File: config.mk
export PLATFORM = sky130hd
export DESIGN_NAME = itm_top
export DESIGN_NICKNAME = d
export VERILOG_FILES = /design/src/verilog/itm_pkg.sv /design/src/verilog/itm_top.sv /design/src/verilog/itm_sync.sv
export SDC_FILE = /design/constraint.sdc
export NUM_CORES = 1
export LEC_CHECK = 0
export BUFFER_PORTS_ARGS = -buffer_cell sky130_fd_sc_hd__buf_2
export CORE_UTILIZATION = 59
export CTS_CLUSTER_SIZE = 20
export DETAILED_ROUTE_END_ITERATION = 16
export PLACE_DENSITY = 0.78
export SYNTH_ARGS = -nofsm -noshare
export SYNTH_HDL_FRONTEND = slang
export SYNTH_SLANG_ARGS = --single-unit
File: constraint.sdc
create_clock -name mclk_i -period 3.1 [get_ports mclk_i]
set_input_delay 0.465 -clock mclk_i [delete_from_list [all_inputs] [get_ports mclk_i]]
set_output_delay 0.465 -clock mclk_i [all_outputs]
set_load 0.01 [all_outputs]
File: src/verilog/itm_pkg.sv
// shared constants and types of the i2c timeout and oscillator monitor
package itm_pkg;
   // clock rates
   localparam int CLK_HZ = 40_000_000;
   localparam int TB_HZ = 32_768;
   localparam int SCL_MAX_KHZ = 400;
   // times in ms as specified
   localparam int STALL_MIN_MS = 25;
   localparam int STALL_MAX_MS = 35;
   localparam int OSF_MS = 100;
   // least stall time rounds up, longest rounds down, both in time-base ticks
   localparam int STALL_MIN_TICKS = (STALL_MIN_MS * TB_HZ + 999) / 1000;
   localparam int STALL_MAX_TICKS = (STALL_MAX_MS * TB_HZ) / 1000;
   // oscillator stop interval in mclk cycles
   localparam int OSF_CYCLES = OSF_MS * (CLK_HZ / 1000);
   // internal time-base divider from mclk
   localparam int INT_DIV = CLK_HZ / TB_HZ;
   // i2c register map
   localparam logic [4:0] REG_CTRL = 5'h07;
   localparam logic [4:0] REG_STAT = 5'h08;
   localparam logic [4:0] REG_LAST = 5'h10;
   localparam int CTRL_OSC_DIS = 7;
   localparam int CTRL_ACE = 6;
   localparam int CTRL_OFS = 3;
   localparam int CTRL_RS_LO = 1;
   localparam int CTRL_AIE = 0;
   localparam logic [7:0] CTRL_RESET = 8'h0e;
   localparam logic [7:0] CTRL_MASK = 8'hcf;
   localparam int STAT_OSF = 7;
   localparam int STAT_AF = 0;
   localparam logic OSF_RESET = 1'b1;
   // slave address, bit 0 comes from the strap; value is arbitrary
   localparam logic [6:0] SLAVE_ADDR_BASE = 7'h50;
   // avalon byte offsets
   localparam logic [4:0] AV_CTRL = 5'h00;
   localparam logic [4:0] AV_STAT = 5'h04;
   localparam logic [4:0] AV_CLKSRC = 5'h08;
   localparam logic [4:0] AV_IRQ_STAT = 5'h0c;
   localparam logic [4:0] AV_IRQ_CLR = 5'h10;
   localparam logic [4:0] AV_IRQ_EN = 5'h14;
   // event bits of the interrupt registers
   localparam int EV_STALL_SEEN = 0;
   localparam int EV_STALL_RST = 1;
   localparam int EV_OSC_STOP = 2;
   localparam int EV_ALARM = 3;
   localparam int N_EV = 4;
   typedef enum logic [2:0] {
      ST_IDLE = 3'b000,
      ST_RX = 3'b001,
      ST_ACK = 3'b011,
      ST_TX = 3'b010,
      ST_RACK = 3'b110
   } itm_state_type;
   typedef enum logic [1:0] {
      K_ADDR = 2'b00,
      K_PTR = 2'b01,
      K_DATA = 2'b11
   } itm_kind_type;
endpackage : itm_pkg

File: src/verilog/itm_top.sv
// i2c slave front end with bus-stall timeout and oscillator monitor
//
// The Avalon-MM interface to the registers and the placing of the registers were left to the implementer.
`timescale 1ns/1ps
// How it works
// - scl held low past 25 ms is detected and flagged as an event.
// - scl low for 35 ms resets the serial interface; next start accepted.
// - on the stall reset the slave releases sda.
// - stall timer only advances on time-base ticks, so no osc means no reset.
// - oscillator stopped about 100 ms sets the oscillator stopped flag.
// - slave answers only if strap level equals its address bit.
// - output function select picks square wave or alarm interrupt output.
// - serial interface serves standard and fast mode up to 400 kHz.
// - time base is internal oscillator or external 32.768 kHz input.
// - pointer after address, auto increments, wraps 10h to 00h until stop.
// - alarm flag with irq enable and select set holds output low until cleared.
// - oscillator disable bit 0 runs the oscillator, 1 stops it.
module itm_top
   import itm_pkg::*;
#(
   parameter int STALL_MIN = STALL_MIN_TICKS,
   parameter int STALL_MAX = STALL_MAX_TICKS,
   parameter int OSF_LIMIT = OSF_CYCLES,
   parameter int TB_DIV = INT_DIV,
   parameter logic [6:0] SLAVE_BASE = SLAVE_ADDR_BASE
) (
   input wire logic mclk_i,
   input wire logic rst_n_i,
   input wire logic [4:0] avs_address_i,
   input wire logic avs_read_i,
   input wire logic avs_write_i,
   input wire logic [31:0] avs_writedata_i,
   output logic [31:0] avs_readdata_o,
   output logic avs_waitrequest_o,
   output logic irq_o,
   input wire logic scl_i,
   input wire logic sda_i,
   output logic sda_o,
   output logic sda_oe_n_o,
   input wire logic address_select_pin_i,
   input wire logic oscillator_input_i,
   input wire logic alarm_event_i,
   output logic square_wave_or_irq_out_o,
   output logic square_wave_or_irq_out_oe_n_o
);
   // refuse values the counters cannot hold
   generate
      if (STALL_MIN < 1 || STALL_MIN >= STALL_MAX || STALL_MAX > 4095) begin : g_e1
         $error("stall limits out of range");
      end
      if (OSF_LIMIT < 2 || OSF_LIMIT >= (1 << 23)) begin : g_e2
         $error("oscillator stop limit out of range");
      end
      if (TB_DIV < 2 || TB_DIV > 4095 || CLK_HZ < 40 * SCL_MAX_KHZ * 1000) begin : g_e3
         $error("clock ratio out of range");
      end
   endgenerate

   logic scl_s, sda_s, osc_s, strap_s;
   logic scl_q, sda_q, osc_q;
   logic [7:0] ctrl;
   logic clk_ext, af, oscillator_stopped_flag;
   logic [11:0] div_cnt, stall_cnt;
   logic [22:0] osf_cnt;
   logic [14:0] pres;
   itm_state_type state;
   itm_kind_type kind;
   logic [3:0] bitcnt;
   logic [7:0] shreg, txbyte;
   logic [4:0] ptr;
   logic rw, sda_oe_n, sqw_oe_n, av_wait, irq;
   logic [31:0] av_rdata;
   logic [N_EV-1:0] irq_stat, irq_en;
   logic [7:0] mem [0:16];

   itm_sync #(
      .W(4),
      .RST_VAL(4'h3)
   ) u_sync (
      .mclk_i(mclk_i),
      .rst_n_i(rst_n_i),
      .d_i({address_select_pin_i, oscillator_input_i, sda_i, scl_i}),
      .q_o({strap_s, osc_s, sda_s, scl_s})
   );

   // bus edges and conditions
   wire scl_rise = scl_s & ~scl_q;
   wire scl_fall = ~scl_s & scl_q;
   wire start_det = scl_s & scl_q & sda_q & ~sda_s;
   wire stop_det = scl_s & scl_q & ~sda_q & sda_s;

   // time base
   wire osc_run = ~ctrl[CTRL_OSC_DIS];
   wire int_tick = div_cnt == 12'(TB_DIV - 1);
   wire ext_tick = osc_s & ~osc_q;
   wire tb_tick = osc_run & (clk_ext ? ext_tick : int_tick);

   // stall timer
   wire stall_hit_min = tb_tick & ~scl_s & (stall_cnt == 12'(STALL_MIN - 1));
   wire stall_hit_max = tb_tick & ~scl_s & (stall_cnt == 12'(STALL_MAX - 1));
   wire bus_reset = stall_cnt >= 12'(STALL_MAX);
   wire osf_hit = ~tb_tick & (osf_cnt == 23'(OSF_LIMIT - 1));

   // i2c decode
   wire addr_match = (shreg[7:2] == SLAVE_BASE[6:1]) & (shreg[1] == strap_s);
   wire byte_end = (state == ST_RX) & scl_fall & (bitcnt == 4'h8);
   wire i2c_wr = byte_end & (kind == K_DATA);
   wire [4:0] ptr_inc = (ptr == REG_LAST) ? 5'h00 : ptr + 5'h01;
   wire [4:0] ptr_load = (shreg > {3'h0, REG_LAST}) ? 5'h00 : shreg[4:0];
   wire [7:0] stat_byte = {oscillator_stopped_flag, 6'h00, af};
   wire [7:0] rd_byte = (ptr == REG_CTRL) ? ctrl :
                        (ptr == REG_STAT) ? stat_byte : mem[ptr];

   // avalon decode
   wire av_req = avs_read_i | avs_write_i;
   wire av_wr = avs_write_i & ~av_wait;
   wire sel_ctrl = avs_address_i == AV_CTRL;
   wire sel_stat = avs_address_i == AV_STAT;
   wire sel_src = avs_address_i == AV_CLKSRC;
   wire sel_ist = avs_address_i == AV_IRQ_STAT;
   wire sel_iclr = avs_address_i == AV_IRQ_CLR;
   wire sel_ien = avs_address_i == AV_IRQ_EN;
   wire [7:0] wd8 = avs_writedata_i[7:0];
   wire busy = state != ST_IDLE;
   wire [31:0] rd_mux = sel_ctrl ? {24'h000000, ctrl} :
                        sel_stat ? {28'h0000000, busy, bus_reset, oscillator_stopped_flag, af} :
                        sel_src ? {31'h00000000, clk_ext} :
                        sel_ist ? {28'h0000000, irq_stat} :
                        sel_ien ? {28'h0000000, irq_en} : 32'h00000000;

   // control writes and flag clears
   wire i2c_ctrl_wr = i2c_wr & (ptr == REG_CTRL);
   wire i2c_stat_wr = i2c_wr & (ptr == REG_STAT);
   wire av_stat_wr = av_wr & sel_stat;
   wire clr_af = (i2c_stat_wr & ~shreg[STAT_AF]) | (av_stat_wr & ~wd8[STAT_AF]);
   wire clr_osf = (i2c_stat_wr & ~shreg[STAT_OSF])
                | (av_stat_wr & ~wd8[STAT_OSF]);
   wire [N_EV-1:0] ev = {alarm_event_i, osf_hit, stall_hit_max, stall_hit_min};
   wire [N_EV-1:0] ev_clr = (av_wr & sel_iclr) ? avs_writedata_i[N_EV-1:0] : '0;

   // square wave select
   wire [1:0] rs = ctrl[CTRL_RS_LO +: 2];
   wire sq_lvl = (rs == 2'h0) ? pres[14] :
                 (rs == 2'h1) ? pres[2] :
                 (rs == 2'h2) ? pres[1] : pres[0];
   // irq held low while flag set
   wire next_sqw_oe_n = ctrl[CTRL_OFS] ? ~(af & ctrl[CTRL_AIE]) : sq_lvl;

   always_ff @(posedge mclk_i or negedge rst_n_i) begin
      if (!rst_n_i) begin
         scl_q <= 1'b1;
         sda_q <= 1'b1;
         osc_q <= 1'b0;
      end else begin
         scl_q <= scl_s;
         sda_q <= sda_s;
         osc_q <= osc_s;
      end
   end

   always_ff @(posedge mclk_i or negedge rst_n_i) begin
      if (!rst_n_i) begin
         div_cnt <= 12'h000;
         pres <= 15'h0000;
      end else begin
         div_cnt <= int_tick ? 12'h000 : div_cnt + 12'h001;
         pres <= pres + {14'h0000, tb_tick};
      end
   end

   always_ff @(posedge mclk_i or negedge rst_n_i) begin
      if (!rst_n_i) begin
         stall_cnt <= 12'h000;
      end else if (scl_s) begin
         stall_cnt <= 12'h000;
      end else if (tb_tick && !bus_reset) begin
         stall_cnt <= stall_cnt + 12'h001;
      end
   end

   always_ff @(posedge mclk_i or negedge rst_n_i) begin
      if (!rst_n_i) begin
         osf_cnt <= 23'h000000;
         oscillator_stopped_flag <= OSF_RESET;
         af <= 1'b0;
      end else begin
         if (tb_tick) begin
            osf_cnt <= 23'h000000;
         end else if (osf_cnt != 23'(OSF_LIMIT)) begin
            osf_cnt <= osf_cnt + 23'h000001;
         end
         oscillator_stopped_flag <= osf_hit | (oscillator_stopped_flag & ~clr_osf);
         af <= alarm_event_i | (af & ~clr_af);
      end
   end

   always_ff @(posedge mclk_i or negedge rst_n_i) begin
      if (!rst_n_i) begin
         ctrl <= CTRL_RESET;
         clk_ext <= 1'b0;
         irq_en <= '0;
      end else if (i2c_ctrl_wr) begin
         ctrl <= shreg & CTRL_MASK;
      end else if (av_wr) begin
         if (sel_ctrl) begin
            ctrl <= wd8 & CTRL_MASK;
         end
         if (sel_src) begin
            clk_ext <= avs_writedata_i[0];
         end
         if (sel_ien) begin
            irq_en <= avs_writedata_i[N_EV-1:0];
         end
      end
   end

   // register bytes other than control and status
   always_ff @(posedge mclk_i) begin
      if (i2c_wr && ptr != REG_CTRL && ptr != REG_STAT) begin
         mem[ptr] <= shreg;
      end
   end

   // i2c slave
   always_ff @(posedge mclk_i or negedge rst_n_i) begin
      if (!rst_n_i) begin
         state <= ST_IDLE;
         kind <= K_ADDR;
         bitcnt <= 4'h0;
         shreg <= 8'h00;
         txbyte <= 8'h00;
         ptr <= 5'h00;
         rw <= 1'b0;
         sda_oe_n <= 1'b1;
      end else if (bus_reset || stop_det) begin
         state <= ST_IDLE;
         sda_oe_n <= 1'b1;
      end else if (start_det) begin
         state <= ST_RX;
         kind <= K_ADDR;
         bitcnt <= 4'h0;
         sda_oe_n <= 1'b1;
      end else begin
         unique case (state)
            ST_IDLE: begin
               sda_oe_n <= 1'b1;
            end
            ST_RX: begin
               if (scl_rise) begin
                  shreg <= {shreg[6:0], sda_s};
                  bitcnt <= bitcnt + 4'h1;
               end else if (byte_end) begin
                  if (kind == K_ADDR && !addr_match) begin
                     state <= ST_IDLE;
                  end else begin
                     state <= ST_ACK;
                     sda_oe_n <= 1'b0;
                     if (kind == K_ADDR) begin
                        rw <= shreg[0];
                     end else if (kind == K_PTR) begin
                        ptr <= ptr_load;
                     end else begin
                        ptr <= ptr_inc;
                     end
                  end
               end
            end
            ST_ACK: begin
               if (scl_fall) begin
                  if (rw) begin
                     state <= ST_TX;
                     sda_oe_n <= rd_byte[7];
                     txbyte <= {rd_byte[6:0], 1'b0};
                     bitcnt <= 4'h1;
                     ptr <= ptr_inc;
                  end else begin
                     state <= ST_RX;
                     sda_oe_n <= 1'b1;
                     bitcnt <= 4'h0;
                     kind <= (kind == K_ADDR) ? K_PTR : K_DATA;
                  end
               end
            end
            ST_TX: begin
               if (scl_fall) begin
                  if (bitcnt == 4'h8) begin
                     state <= ST_RACK;
                     sda_oe_n <= 1'b1;
                  end else begin
                     sda_oe_n <= txbyte[7];
                     txbyte <= {txbyte[6:0], 1'b0};
                     bitcnt <= bitcnt + 4'h1;
                  end
               end
            end
            ST_RACK: begin
               if (scl_rise) begin
                  if (sda_s) begin
                     state <= ST_IDLE;
                  end else begin
                     bitcnt <= 4'h0;
                  end
               end else if (scl_fall && bitcnt == 4'h0) begin
                  state <= ST_TX;
                  sda_oe_n <= rd_byte[7];
                  txbyte <= {rd_byte[6:0], 1'b0};
                  bitcnt <= 4'h1;
                  ptr <= ptr_inc;
               end
            end
            default: begin
               state <= ST_IDLE;
               sda_oe_n <= 1'b1;
            end
         endcase
      end
   end

   // avalon slave, irq and pin outputs
   always_ff @(posedge mclk_i or negedge rst_n_i) begin
      if (!rst_n_i) begin
         av_wait <= 1'b1;
         av_rdata <= 32'h00000000;
         irq_stat <= '0;
         irq <= 1'b0;
         sqw_oe_n <= 1'b1;
      end else begin
         av_wait <= ~(av_req & av_wait);
         if (avs_read_i && av_wait) begin
            av_rdata <= rd_mux;
         end
         irq_stat <= ev | (irq_stat & ~ev_clr);
         irq <= |(irq_stat & irq_en);
         sqw_oe_n <= next_sqw_oe_n;
      end
   end

   assign avs_waitrequest_o = av_wait;
   assign avs_readdata_o = av_rdata;
   assign irq_o = irq;
   assign sda_oe_n_o = sda_oe_n;
   assign square_wave_or_irq_out_oe_n_o = sqw_oe_n;

   // open-drain pins only ever drive low
   always_ff @(posedge mclk_i or negedge rst_n_i) begin
      if (!rst_n_i) begin
         sda_o <= 1'b0;
         square_wave_or_irq_out_o <= 1'b0;
      end else begin
         sda_o <= 1'b0;
         square_wave_or_irq_out_o <= 1'b0;
      end
   end
endmodule : itm_top

File: src/verilog/itm_sync.sv
// two flip-flop synchroniser for pin inputs
`timescale 1ns/1ps
module itm_sync #(
   parameter int W = 4,
   parameter logic [W-1:0] RST_VAL = '0
) (
   input wire logic mclk_i,
   input wire logic rst_n_i,
   input wire logic [W-1:0] d_i,
   output logic [W-1:0] q_o
);
   logic [W-1:0] meta;
   generate
      for (genvar i = 0; i < W; i++) begin : g_bit
         always_ff @(posedge mclk_i or negedge rst_n_i) begin
            if (!rst_n_i) begin
               meta[i] <= RST_VAL[i];
               q_o[i] <= RST_VAL[i];
            end else begin
               meta[i] <= d_i[i];
               q_o[i] <= meta[i];
            end
         end
      end
   endgenerate
endmodule : itm_sync

==> After elaboration in Yosys (flattened, before gate mapping) <==
Memories as Yosys holds them, arrays and structs flattened.
Cells that the tools add are included.
{ "totals": {"ram_bits": 136, "n_memories": 1, "reg_bits": 159, "word_cells": 274, "out_inout_bits": 38} }
{ "memory_table": {"columns": ["name", "depth", "word_bits", "rd", "rd_ports_with_merged_regs", "write_ports", "line", "rtl"], "rows": [
  ["mem", 17, 8, 1, 0, 1, "itm_top.sv:74", "logic [7:0] mem [0:16];"]
]} }
{ "op_classes": {"n_addsub": 6, "bitwise_logic": 60, "reduce_logical": 36, "mux": 82, "order_cmp": 2, "eq_ne": 54} }
{ "op_table": {"columns": ["operator", "count"], "rows": [
  ["$mux W8", 12],
  ["$mux W5", 11],
  ["$mux W4", 13],
  ["$mux W23", 2],
  ["$mux W12", 3],
  ["$ne A4 B4 Y1 const B", 8],
  ["$and A1 B1 Y1", 30],
  ["$mux W3", 10],
  ["$add A12 B1 Y12 const B", 2],
  ["$eq A12 B11 Y1 const B", 2],
  ["$pmux W8 S3", 1],
  ["$add A23 B1 Y23 const B", 1],
  ["$eq A23 B22 Y1 const B", 1],
  ["$ne A23 B22 Y1 const B", 1],
  ["$not A1 Y1", 21],
  ["$ne A2 B2 Y1 const B", 10],
  ["$mux W1", 19],
  ["$pmux W4 S4", 1],
  ["$reduce_and A8 Y1", 2],
  ["$add A15 B1 Y15", 1],
  ["$eq A5 B4 Y1 const B", 3],
  ["$eq A5 B5 Y1 const B", 3],
  ["$ne A3 B3 Y1 const B", 5],
  ["$pmux W3 S5", 1],
  ["other kinds (43)", 77]
]} }

==> Logic depth before layout (Yosys ltp) <==
Gate-level depths: netlist of run 1.
{ "logic_depth": {"ltp_word": 11, "ltp_mapped": 11, "depth_no_buf": 9} }

==> Cells and area by module <==
A second synthesis of run 1 with hierarchy kept.
{ "unflattened": {"cells_unflattened": 960, "area_unflattened_um2": 12136.6} }
{ "modules_own_cells": {"columns": ["mod", "seq_area_each_um2", "cells_per_inst", "area_each_um2", "n_inst"], "rows": [
  ["itm_top", 7148.1, 952, 11931.4, 1],
  ["itm_sync", 205.2, 8, 205.2, 1]
]} }

==> Least setup slack after synthesis of run 1 <==
OpenSTA, ideal clock, no wires.
{ "synth_timing": {"path_type": "reg-to-reg", "start": "register div_cnt[0]", "end": "register pres[14]", "arrival_time_ns": 2.636, "period_less_slack_ns": 2.759, "path_slack_ns": 0.341, "required_time_ns": 2.977, "path_stages_with_launch": 12, "path_buffers": 2, "cell_sequence": "dfrtp_1 > ha_1 > or3b_2 > o41ai_4 > buf_4 > buf_2 > ha_1 > ha_1 > nand2_1 > nor2_1 > nand4_1 > xnor2_1"} }
{ "synth_between": {"elab_chain_cells": 4} }
{ "synth_rtl": {"columns": ["item", "line", "rtl"], "rows": [
  ["from (decl)", "itm_top.sv:63", "logic [11:0] div_cnt, stall_cnt;"],
  ["from (signal assigned)", "itm_top.sv:166", "div_cnt <= int_tick ? 12'h000 : div_cnt + 12'h001;"],
  ["$eq A12 B11 Y1", "itm_top.sv:94", "wire int_tick = div_cnt == 12'(TB_DIV - 1);"],
  ["$mux W1", "itm_top.sv:96", "wire tb_tick = osc_run & (clk_ext ? ext_tick : int_tick);"],
  ["$and A1 B1 Y1", "itm_top.sv:96", null],
  ["$add A15 B1 Y15", "itm_top.sv:167", "pres <= pres + {14'h0000, tb_tick};"],
  ["to (signal assigned)", "itm_top.sv:167", null],
  ["to (decl)", "itm_top.sv:65", "logic [14:0] pres;"]
]} }
Every way passes these cells.
A chain may end at the register's enable or synchronous reset.

==> Worst setup path in the final report of run 1 <==
{ "layout_timing": {"start": "register div_cnt[0]", "end": "register pres[10]"} }
Same word-level chain as after synthesis.

==> results of run 1 <==
[report_power, final]
part	leakage (nW)	switching [W]	total (W)	internal, W
Combinational	1.90	0.000305	0.000554	0.000249
Clock	0.425	0.00128	0.00315	0.00187
Sequential	2.92	0.000398	0.00449	0.00410
Total	5.24	0.00198	0.00820	0.00622
[flip-flops by register name, indices dropped and copies added (netlist names), 5 cells and up]
signal / flops
avs_readdata_o: 6
ctrl: 6
div_cnt: 12
mem: 136
osf_cnt: 23
pres: 15
ptr: 5
shreg: 8
stall_cnt: 12
txbyte: 7
[worst max-delay path: cells and delay by family (launching register included)]
family                   cells  cell delay (ns)
AND/OR/NAND/NOR              4             0.93
adder cells (fa/ha/maj)      3             0.76
flip-flops                   1             0.39
AO/OA/AOI/OAI                1             0.31
XOR/XNOR                     1             0.19
[cells in the mapped netlist (4+ instances only)]
cell	count	area share (%)
nor4_1	9	0.46
mux2i_1	18	1.5
and2_1	15	0.77
dfrtp_1	117	24
o22ai_1	6	0.31
xnor2_1	37	2.7
nor2b_1	11	0.57
nand4_1	13	0.67
o21ai_0	42	1.7
nor3b_1	4	0.25
nand2b_1	12	0.62
or3_1	9	0.46
buf_4	29	1.8
edfxtp_1	136	34
buf_2	14	0.58
a31oi_1	6	0.31
nand2_1	68	2.1
ha_1	14	1.4
nor2_1	79	2.4
a221oi_1	7	0.51
nand3b_1	4	0.25
xor2_1	13	0.94
mux4_2	32	5.9
inv_1	17	0.53
a22oi_1	7	0.43
nor4b_1	7	0.51
a21oi_1	29	1.2
clkbuf_1	12	0.37
mux2_2	18	1.7
dfstp_2	13	2.8
nor3_1	25	1.0
nand3_1	30	1.2
and3_1	14	0.72
[final cells by class]
class,count,share of cell area (%)
clock buffer,33,5.32
sequential,266,54.5
inverter,19,0.528
timing repair buffer,57,2.79
multi-input combinational,637,33.4
tap,270,2.50
clock inverter,12,0.982
[how the worst min path moves through the flow]
stage / cells past startpoint / start / endpoint
CTS: 1 / scl_i / u_sync.meta[0]
global route: 1 / scl_i / u_sync.meta[0]
detailed placement: 0 / u_sync.meta[0] / u_sync.q_o[0]
finish: 1 / scl_i / u_sync.meta[0]
global placement: 0 / u_sync.meta[3] / u_sync.q_o[3]
floorplan: 0 / rst_n_i / af
[cells in the final DEF, fill, tap and decap left out, types with 11 or more instances in the layout]
cell,instances
edfxtp_1,136
dfrtp_1,116
nor2_1,79
nand2_1,68
conb_1,44
o21ai_0,42
xnor2_1,37
mux4_2,32
nand3_1,30
a21oi_1,29
buf_2,28
clkbuf_16,27
buf_4,26
nor3_1,25
mux2i_1,18
mux2_2,18
inv_1,17
and2_1,15
and3_1,14
ha_1,14
nand4_1,13
xor2_1,13
dfstp_2,13
nand2b_1,12
nor2b_1,11
[kinds of logic (layout without fill, tap and decap cells)]
group | count (synthesis) | in the layout | share of synthesized area, %
compound gates | 133 | 133 | 7.21
xor+xnor | 50 | 50 | 3.62
buf+inv | 75 | 121 | 3.37
other cells | 1 | 44 | 0.0310
mux | 69 | 69 | 9.20
flops | 266 | 266 | 60.7
fa+ha+maj | 15 | 15 | 1.53
simple gates | 326 | 326 | 14.3
[stage by stage]
step	cells	power, W	util [%]	hold slack, ns
6_report	1294	0.00820	67.0	0.0422
3_5_place_dp	1248	0.00511	62.7	0.347
3_3_place_gp	1248	0.00507	62.7	0.334
5_1_grt	1294	0.00848	67.0	0.0232
4_1_cts	1294	0.00823	67.0	0.0235
2_1_floorplan	978	0.00479	-	0.169
[routing by layer]
| layer | GRT usage [%] | vias to the layer above | share of wire (%) |
|---|---|---|---|
| li1 | - | 3565 | - |
| met1 | 33.4 | 3886 | 42 |
| met2 | 38.7 | 331 | 48 |
| met3 | 3.49 | 45 | 7.5 |
| met4 | 6.63 | 0 | 2.2 |
| met5 | 0 | - | 0 |
==> metrics.md, run 1 <==
| Metric | Value |
|---|---|
| CTS max path bufs | 3 |
| Syn avg cell area | 13.0 µm² |
| Wirelength per Cell | between 15 and 20 µm |
| First-pass GRT wire length | 39500 µm |
| Largest stage delay, worst path | 0.51 ns |
| Place WS | 0.471 ns |
| Crit Reg-Reg Endpoint | pres[10] |
| Master of the slowest instance on the critical path | or3b_2 |
| Post-CTS Setup Bufs | 0 |
| Die X | 145 µm |
| Detailed Place HPWL | about 16000 µm |
| Die Ht | 145 µm |
| P&R area growth vs syn | 11.5% |
| Crit path capture | pres[10] |
| Number of remaining DRC errors | 0 |
| Buffers on Ports | 29 |
| Critical path fanouts, max | 4 |
| Post-synth ARST share | 48.9% |
| FF/Latch Area | ~7400 µm² |
| Multi-input logic area | 4510 µm² |
| Reg2Reg Depth | 9 |
| Clock Skew | 0.0134 ns |
| Mapped Area | approximately 12000 µm² |
| Core area | just over 20000 µm² |
| Gp weighted congestion | ~0.9 |
| Antenna diodes | 0 |
| Clock tree from TritonCTS | done |
| Slew @ Worst Pin | 0.966 ns |
| Initial antenna violation count | 0 |
| Vias in the first global route | between 7000 and 8000 |
| Fin. Hold Viols | 0 |
| CP startpoint | div_cnt[0] |
| Setup TNS after final layout | 0 ns |
| Total Routing Usage GR | 23.7% |
| Filler Cells Inserted | 1424 |
| Post-synthesis sequential area ratio | approximately three fifths |
| Vias | 7827 |
| Placed Area | 12600 µm² |
| Status | complete, no violations |
| Initial drt markers | 530 |
| Min-Delay Path Class | primary input to register |
| Max cap viols | 0 |
| Drt pass-1 iters | 5 |
| H-tree depth | 1 |
| RSZ-0062 raised after global routing | false |
| Synth warnings | 0 |
| Post-DR vias/cell | 6.05 |
| Fmax | 0.376 GHz |
| Critical setup path kind | register to register |
| Post-synthesis cell type count | 77 |
| CTS buffer count | 26 |
| Share of cells above drive strength 1 | 17.5% |
| Clk_lat worst skew | roughly 0.53 ns |
| Worst setup SP type | register |
| Root Driver | clkbuf_16 |
| Routed Antenna Nets | 0 |
| Post-CTS sizing | 0 |
| Relative slew slack | 35.6% |
| Clk slew on worst S/H paths | roughly 0.060 ns |
| CTS sink cnt | 266 |
| Largest net degree at the start of global routing | 68 |
| Cell Chain, Critical Path | ha_1, or3b_2, o41ai_4, ha_1, ha_1, nand2_1, nor2_1, nand2_1, xnor2_1 |
| Worst path most repeated cell | ha_1 |
| LEAKAGE | 5.24 nW |
| FP Rows | 52 |
| Synth Flop Type | edfxtp_1 |
| CTS hold repair buffers | 1 |
| Gr ovfl total | 0 |
| Final WS setup | 0.442 ns |
| Ports | 84 |
| Count of pins over their slew limit | 0 |
| Total wire length | 24400 µm |
| Layout Nets | ~1100 |
| Register bit count reported by yosys | around 270 |
| Min cycle time layout | 2.66 ns |
| Cell Pwr Density | ~600 nW/µm² |
| Final period util | a little under nine tenths |
| Worst VDD drop | around 340 µV |
| Mapped Cells | 935 |
| Final setup viols | 0 |
| CP Data Required Time | 3.53 ns |
| Reg2Reg Setup Slack | 0.44 ns |
| Worst Path Arrival | 3.09 ns |
| EDFF count, synth | 136 |
| Setup crit end kind | register |
| Cell area after layout | approximately 14000 µm² |
| Reg-to-reg startpoint | div_cnt[0] |
| Initial core utilization | approximately 60% |
| Full die area | approximately 21000 µm² |
(Power assumes the default switching activity.)
==> inputs of run 2 (changes only) <==
- ABC_AREA: default -> 1
- CTS_CLUSTER_DIAMETER: default -> 50
==> metrics.md, run 2 <==
| Metric | Value |
|---|---|
| Count of pins over their slew limit | 0 |
| EDFF count, synth | 136 |
| Initial drt markers | 836 |
| H-tree depth | 1 |
| Top-area cell type share of the netlist area | 32.1% |
| CTS buffer count | 24 |
| Layout Nets | approximately 1500 |
| LEAKAGE | 6.20 nW |
| Min cycle time layout | 2.70 ns |
| Cell Pwr Density | 675 nW/µm² |
| Critical setup path kind | register to register |
| Vias in the first global route | 9063 |
| Die Ht | 149 µm |
| Synth Flop Type | edfxtp_1 |
| Synth warnings | 0 |
| Total Routing Usage GR | 25.7% |
| Total wire length | 27400 µm |
| Initial antenna violation count | 0 |
| Final period util | 87.1% |
| Setup crit end kind | register |
| Clk slew on worst S/H paths | approximately 0.070 ns |
| Mapped Cells | ~1400 |
| Dominant cells by area after synthesis | edfxtp_1 32%, dfrtp_1 23%, nand2_1 8.5% |
| Antenna diodes | 0 |
| Net switching power | 0.00317 W |
| P&R area growth vs syn | 10.7% |
| Register bit count reported by yosys | 266 |
| Register share of total power | 44.8% |
| Worst setup SP type | register |
| Reg-to-reg startpoint | div_cnt[0] |
| Full die area | 22200 µm² |
| Vias | 9451 |
| Slew @ Worst Pin | 0.908 ns |
| Status | complete, no violations |
| Switching part of the total | 33.3% |
| Clk_lat worst skew | around 0.53 ns |
| Largest regs | mem x136, osf_cnt x23, pres x15 |
| P_int | 0.00634 W |
| Core area | 21100 µm² |
| Clock share of power | between 30% and 40% |
| Clock tree from TritonCTS | done |
| Clock Skew | 0.0125 ns |
| Die X | 149 µm |
| Synth cell count leaders | 288 x nand2_1, 165 x nor2_1, 137 x inv_1, 136 x edfxtp_1, 117 x dfrtp_1 |
| Initial core utilization | 60.3% |
| Fmax | 0.370 GHz |
| Gp weighted congestion | 0.886 |
| Wirelength per Cell | 16.0 µm |
| Drt pass-1 iters | 6 |
| CTS sink cnt | about 270 |
| Number of remaining DRC errors | 0 |
| First-pass GRT wire length | 44400 µm |
| Critical path fanouts, max | 5 |
| Mapped Area | around 13000 µm² |
| Routed Antenna Nets | 0 |
| Area leader, netlist | edfxtp_1 |
| Most frequent cells in the layout | 288 x nand2_1, 165 x nor2_1, 136 x inv_1, 136 x edfxtp_1, 116 x dfrtp_1 |
| Top reg by flops | mem |
| Ports | 84 |
| Placed Area | 13200 µm² |
| Min-Delay Path Class | primary input to register |
| Share of cells above drive strength 1 | between 10% and 20% |
| Detailed Place HPWL | 18200 µm |
| RSZ-0062 raised after global routing | false |
| Gr ovfl total | 0 |
| Post-DR vias/cell | 5.51 |
| Post-synth ARST share | 48.9% |
| CTS max path bufs | 3 |
| Post-synthesis cell type count | 56 |
| Worst VDD drop | 625 µV |
| HP Start | sda_i |
| Comb power frac | 22.6% |
| Largest net degree at the start of global routing | 67 |
| Max reg flops | 136 |
| Syn avg cell area | 9.38 µm² |
| Root Driver | clkbuf_16 |
| FP Rows | between 50 and 60 |
| Fin. Hold Viols | 0 |
| Max cap viols | 0 |
| Buffers on Ports | 29 |
| CP startpoint | div_cnt[0] |
| Top-count cell post-synth | nand2_1 |
| Post-CTS Setup Bufs | 0 |
| Setup TNS after final layout | 0 ns |
| Final setup viols | 0 |
| Cell area after layout | 14100 µm² |
| Post-synthesis sequential area ratio | 57.8% |
| CP Data Required Time | around 3.5 ns |
| Worst Path Arrival | 3.12 ns |
| Leading cell type in the layout, fill and taps excluded | nand2_1 |
| Relative slew slack | 39.5% |
-- run 2: final cells by class --
type                            instances  area (µm²)
Clock inverter                         19         215
Multi-Input combinational cell        930        4620
Clock buffer                           25         626
Timing Repair Buffer                   58         384
Sequential cell                       266        7350
Inverter                              143         539
Fill cell                            1626        7010
Tap cell                              275         344
-- run 2: logic make-up after synthesis --
kind of cell               share of synthesized area (%)
adders and majority gates                           1.38
xor gates and xnor gates                            2.13
and+or+nand+nor                                     22.7
buffers and inverters                               7.22
DFF                                                 57.8
other                                             0.0295
AOI/OAI and AO/OA                                   8.71
-- run 2: path summary, 6_finish.rpt --
kind                             endpoint  slack, ns  cells past startpoint
max                              pres[14]       0.40                     14
min                        u_sync.meta[1]       0.04                      1
max reg2reg                      pres[14]       0.40                     14
min reg2reg                 u_sync.q_o[2]       0.36                      0
max in group asynchronous         ctrl[3]       1.79                      3
min in group asynchronous       bitcnt[2]       0.48                      2
-- run 2: timing repair --
action / CTS / global route
hold buffers: 1 / 0
gates resized for setup: 0 / 1
endpoints found under the hold margin: 54 / 0
endpoints found under the setup margin: 0 / 2
-- run 2: power by group through the flow --
stage | clock, W | combinational (W) | sequential (W)
6_report | 0.00310 | 0.00215 | 0.00426
5_1_grt | 0.00329 | 0.00243 | 0.00429
4_1_cts | 0.00315 | 0.00215 | 0.00425
3_5_place_dp | 0 | 0.00212 | 0.00432
3_3_place_gp | 0 | 0.00204 | 0.00431
2_1_floorplan | 0 | 0.00154 | 0.00430
-- run 2: critical path: stages, from the launching register on --
cell and delay (ns):
dfrtp_1 0.36, ha_1 0.25, nand4_1 0.11, nand3b_1 0.27, a21boi_4 0.19, ha_1 0.18
ha_1 0.18, nand2_1 0.06, nor2_1 0.15, nand3_1 0.15, nor3_2 0.19, nand3_1 0.14
nor2_1 0.14, nand3_1 0.11, xnor2_1 0.13
-- run 2: routing by layer --
metal / vias to the layer above / track usage, % / wire length [µm]
met2: 322 / 43.1 / 13300
met1: 4476 / 34.1 / 11700
li1: 4600 / - / -
met5: - / 0 / 0
met3: 53 / 4.04 / 1730
met4: 0 / 8.62 / 734
-- run 2: stage by stage --
| step | hold slack, ns | utilization [%] | cells | setup slack, ns | power, W |
|---|---|---|---|---|---|
| floorplan | 0.169 | - | 1400 | 0.576 | 0.00584 |
| global route | 0.0201 | 66.8 | 1716 | 0.0659 | 0.0100 |
| detailed placement | 0.338 | 62.7 | 1671 | 0.284 | 0.00644 |
| global placement | 0.333 | 62.7 | 1671 | 0.374 | 0.00635 |
| CTS | 0.0245 | 66.7 | 1716 | 0.252 | 0.00955 |
| finish | 0.0365 | 66.8 | 1716 | 0.400 | 0.00951 |
==> inputs of run 3 (changes only) <==
- CORE_MARGIN: default -> 10
- CTS_BUF_LIST: default -> sky130_fd_sc_hd__clkbuf_8
==> metrics.md, run 3 (same netlist as run 2, synthesis figures left out) <==
| Metric | Value |
|---|---|
| Depth of the worst hold-timing path | 2 |
| Detailed Place HPWL | 18400 µm |
| Hold_ws | 0.0468 ns |
| Total wire length | 27200 µm |
| Layout Nets | between 1000 and 1500 |
| Worst Path Arrival | 3.23 ns |
| Final WS setup | about 0.34 ns |
| Wirelength per Cell | 15.8 µm |
| Cell Pwr Density | 638 nW/µm² |
| Drt pass-1 iters | 5 |
| Largest stage delay, worst path | 0.38 ns |
| Initial drt markers | ~800 |
| Worst setup SP type | register |
| Filler Cells Inserted | 1688 |
| Critical path fanouts, max | 5 |
| Multi-input logic area | 4620 µm² |
| Post-DR vias/cell | 5.42 |
| Buffers on Ports | 29 |
| CTS buffer count | 27 |
| Slew @ Worst Pin | ~0.81 ns |
| Post-CTS Setup Bufs | 0 |
| Routed Antenna Nets | 0 |
| Dpl cells | between 1500 and 2000 |
| Min cycle time layout | 2.76 ns |
| Clk_lat worst skew | around 0.58 ns |
| Setup TNS after final layout | 0 ns |
| Fin. Hold Viols | 0 |
| FP Rows | between 50 and 60 |
| Vias in the first global route | 9096 |
| Ports | 84 |
| Final period util | between 80% and 90% |
| Reg-to-reg startpoint | div_cnt[0] |
| Root Driver | clkbuf_8 |
| CTS sink cnt | 266 |
| Fmax | around 0.36 GHz |
| Top reg by flops | mem |
| Status | complete, no violations |
| Die Ht | 167 µm |
| Reg2Reg Depth | 14 |
| Power Total | a little under 0.009 W |
| Clock tree from TritonCTS | done |
| Final setup viols | 0 |
| Relative slew slack | 46.2% |
| Place WS | 0.206 ns |
| LEAKAGE | 6.13 nW |
| Worst VDD drop | 421 µV |
| Gp weighted congestion | 0.937 |
| HP Start | avs_read_i |
| Initial core utilization | 60.3% |
| RSZ-0062 raised after global routing | false |
| Vias | 9349 |
| Largest regs | mem x136, osf_cnt x23, pres x15 |
| H-tree depth | 1 |
| Clock Skew | around 0.017 ns |
| Share of cells above drive strength 1 | 11.9% |
| Largest net degree at the start of global routing | 72 |
| Min-Delay Path Class | primary input to register |
| Cell Chain, Critical Path | ha_1, nand4_1, nand3b_1, a21boi_4, ha_1, ha_1, nand2_1, nor2_1, nand3_1, nor3_2, nand3_1, nor2_1, nand3_1, xnor2_1 |
| Full die area | around 28000 µm² |
| Max cap viols | 0 |
| Setup crit end kind | register |
| Reg2Reg Setup Slack | between 0.3 and 0.4 ns |
| P&R area growth vs syn | 9.11% |
| Count of pins over their slew limit | 0 |
| Crit Reg-Reg Endpoint | pres[14] |
| FF/Latch Area | 7350 µm² |
| CTS max path bufs | 3 |
| Gr ovfl total | 0 |
| Critical setup path kind | register to register |
| Most frequent cells in the layout | 288 x nand2_1, 165 x nor2_1, 139 x inv_1 |
| Antenna diodes | 0 |
| Initial antenna violation count | 0 |
| Core area | 21100 µm² |
| Leading cell type in the layout, fill and taps excluded | nand2_1 |
| CP Data Required Time | 3.57 ns |
| Master of the slowest instance on the critical path | dfrtp_1 |
| Total Routing Usage GR | 19.3% |
| Number of remaining DRC errors | 0 |
| Max reg flops | ~140 |
| Clk slew on worst S/H paths | 0.09 ns |
| Die X | 167 µm |
| Worst min-delay path endpoint | avs_waitrequest_o |
| Finished Layout Cells | approximately 1700 |
| First-pass GRT wire length | approximately 45000 µm |
[run 3: cell types whose count changed in the layout (fill, tap and decap cells not counted), moves of 2 or more]
cell | previous run | this run
clkbuf_8 | 0 | 28
clkbuf_16 | 25 | 0
inv_8 | 7 | 2
clkinv_2 | 1 | 5
dlygate4sd3_1 | 1 | 5
inv_1 | 136 | 139
bufinv_16 | 1 | 3
[run 3: what timing repair did]
item                                    CTS  global route
gates resized for setup                   0             1
hold buffers                              5             0
endpoints found under the setup margin    0             2
endpoints found under the hold margin    68             0
[run 3: routing by layer]
layer  track usage, %  wire [µm]  vias to the layer above
met2             32.0      13200                      289
met5                0          0                        -
met4             5.08        477                        0
li1                 -          -                     4602
met1             25.4      11600                     4421
met3             3.93       1950                       37
[run 3: critical path: cells and delay by family (launching register included)]
family                   cells  cell delay (ns)
AO/OA/AOI/OAI                1             0.19
flip-flops                   1             0.38
XOR/XNOR                     1             0.13
AND/OR/NAND/NOR              9             1.33
adder cells (fa/ha/maj)      3             0.61
[run 3: cell type report]
cell class,instances,area share (%)
Timing Repair Buffer,62,2.97
Clock buffer,28,2.78
Multi-Input combinational cell,930,33.3
Sequential cell,266,53.0
Clock inverter,22,1.65
Tap cell,275,2.48
Inverter,143,3.88
[run 3: metrics by stage]
stage	cell area, µm²	utilization (%)
after floorplan	12900	-
after global placement	13200	62.6
after detailed placement	13200	62.6
after CTS	13900	65.8
after global routing	13900	65.8
final	13900	65.8
[run 3: how the worst max path moves through the flow]
stage,start,to,slack (ns),cells after the start
2_1_floorplan,div_cnt[0],pres[14],0.58,14
4_1_cts,div_cnt[0],pres[14],0.18,14
3_5_place_dp,div_cnt[0],pres[14],0.21,14
6_report,div_cnt[0],pres[14],0.34,14
5_1_grt,div_cnt[0],pres[14],0.05,14
3_3_place_gp,div_cnt[0],pres[14],0.38,14
[run 3: power by group]
part | leakage, nW | internal, W | switching [W] | total, W
registers | 2.97 | 0.00403 | 0.000206 | 0.00424
clock network | 0.320 | 0.00115 | 0.00130 | 0.00245
logic | 2.84 | 0.000670 | 0.00151 | 0.00218
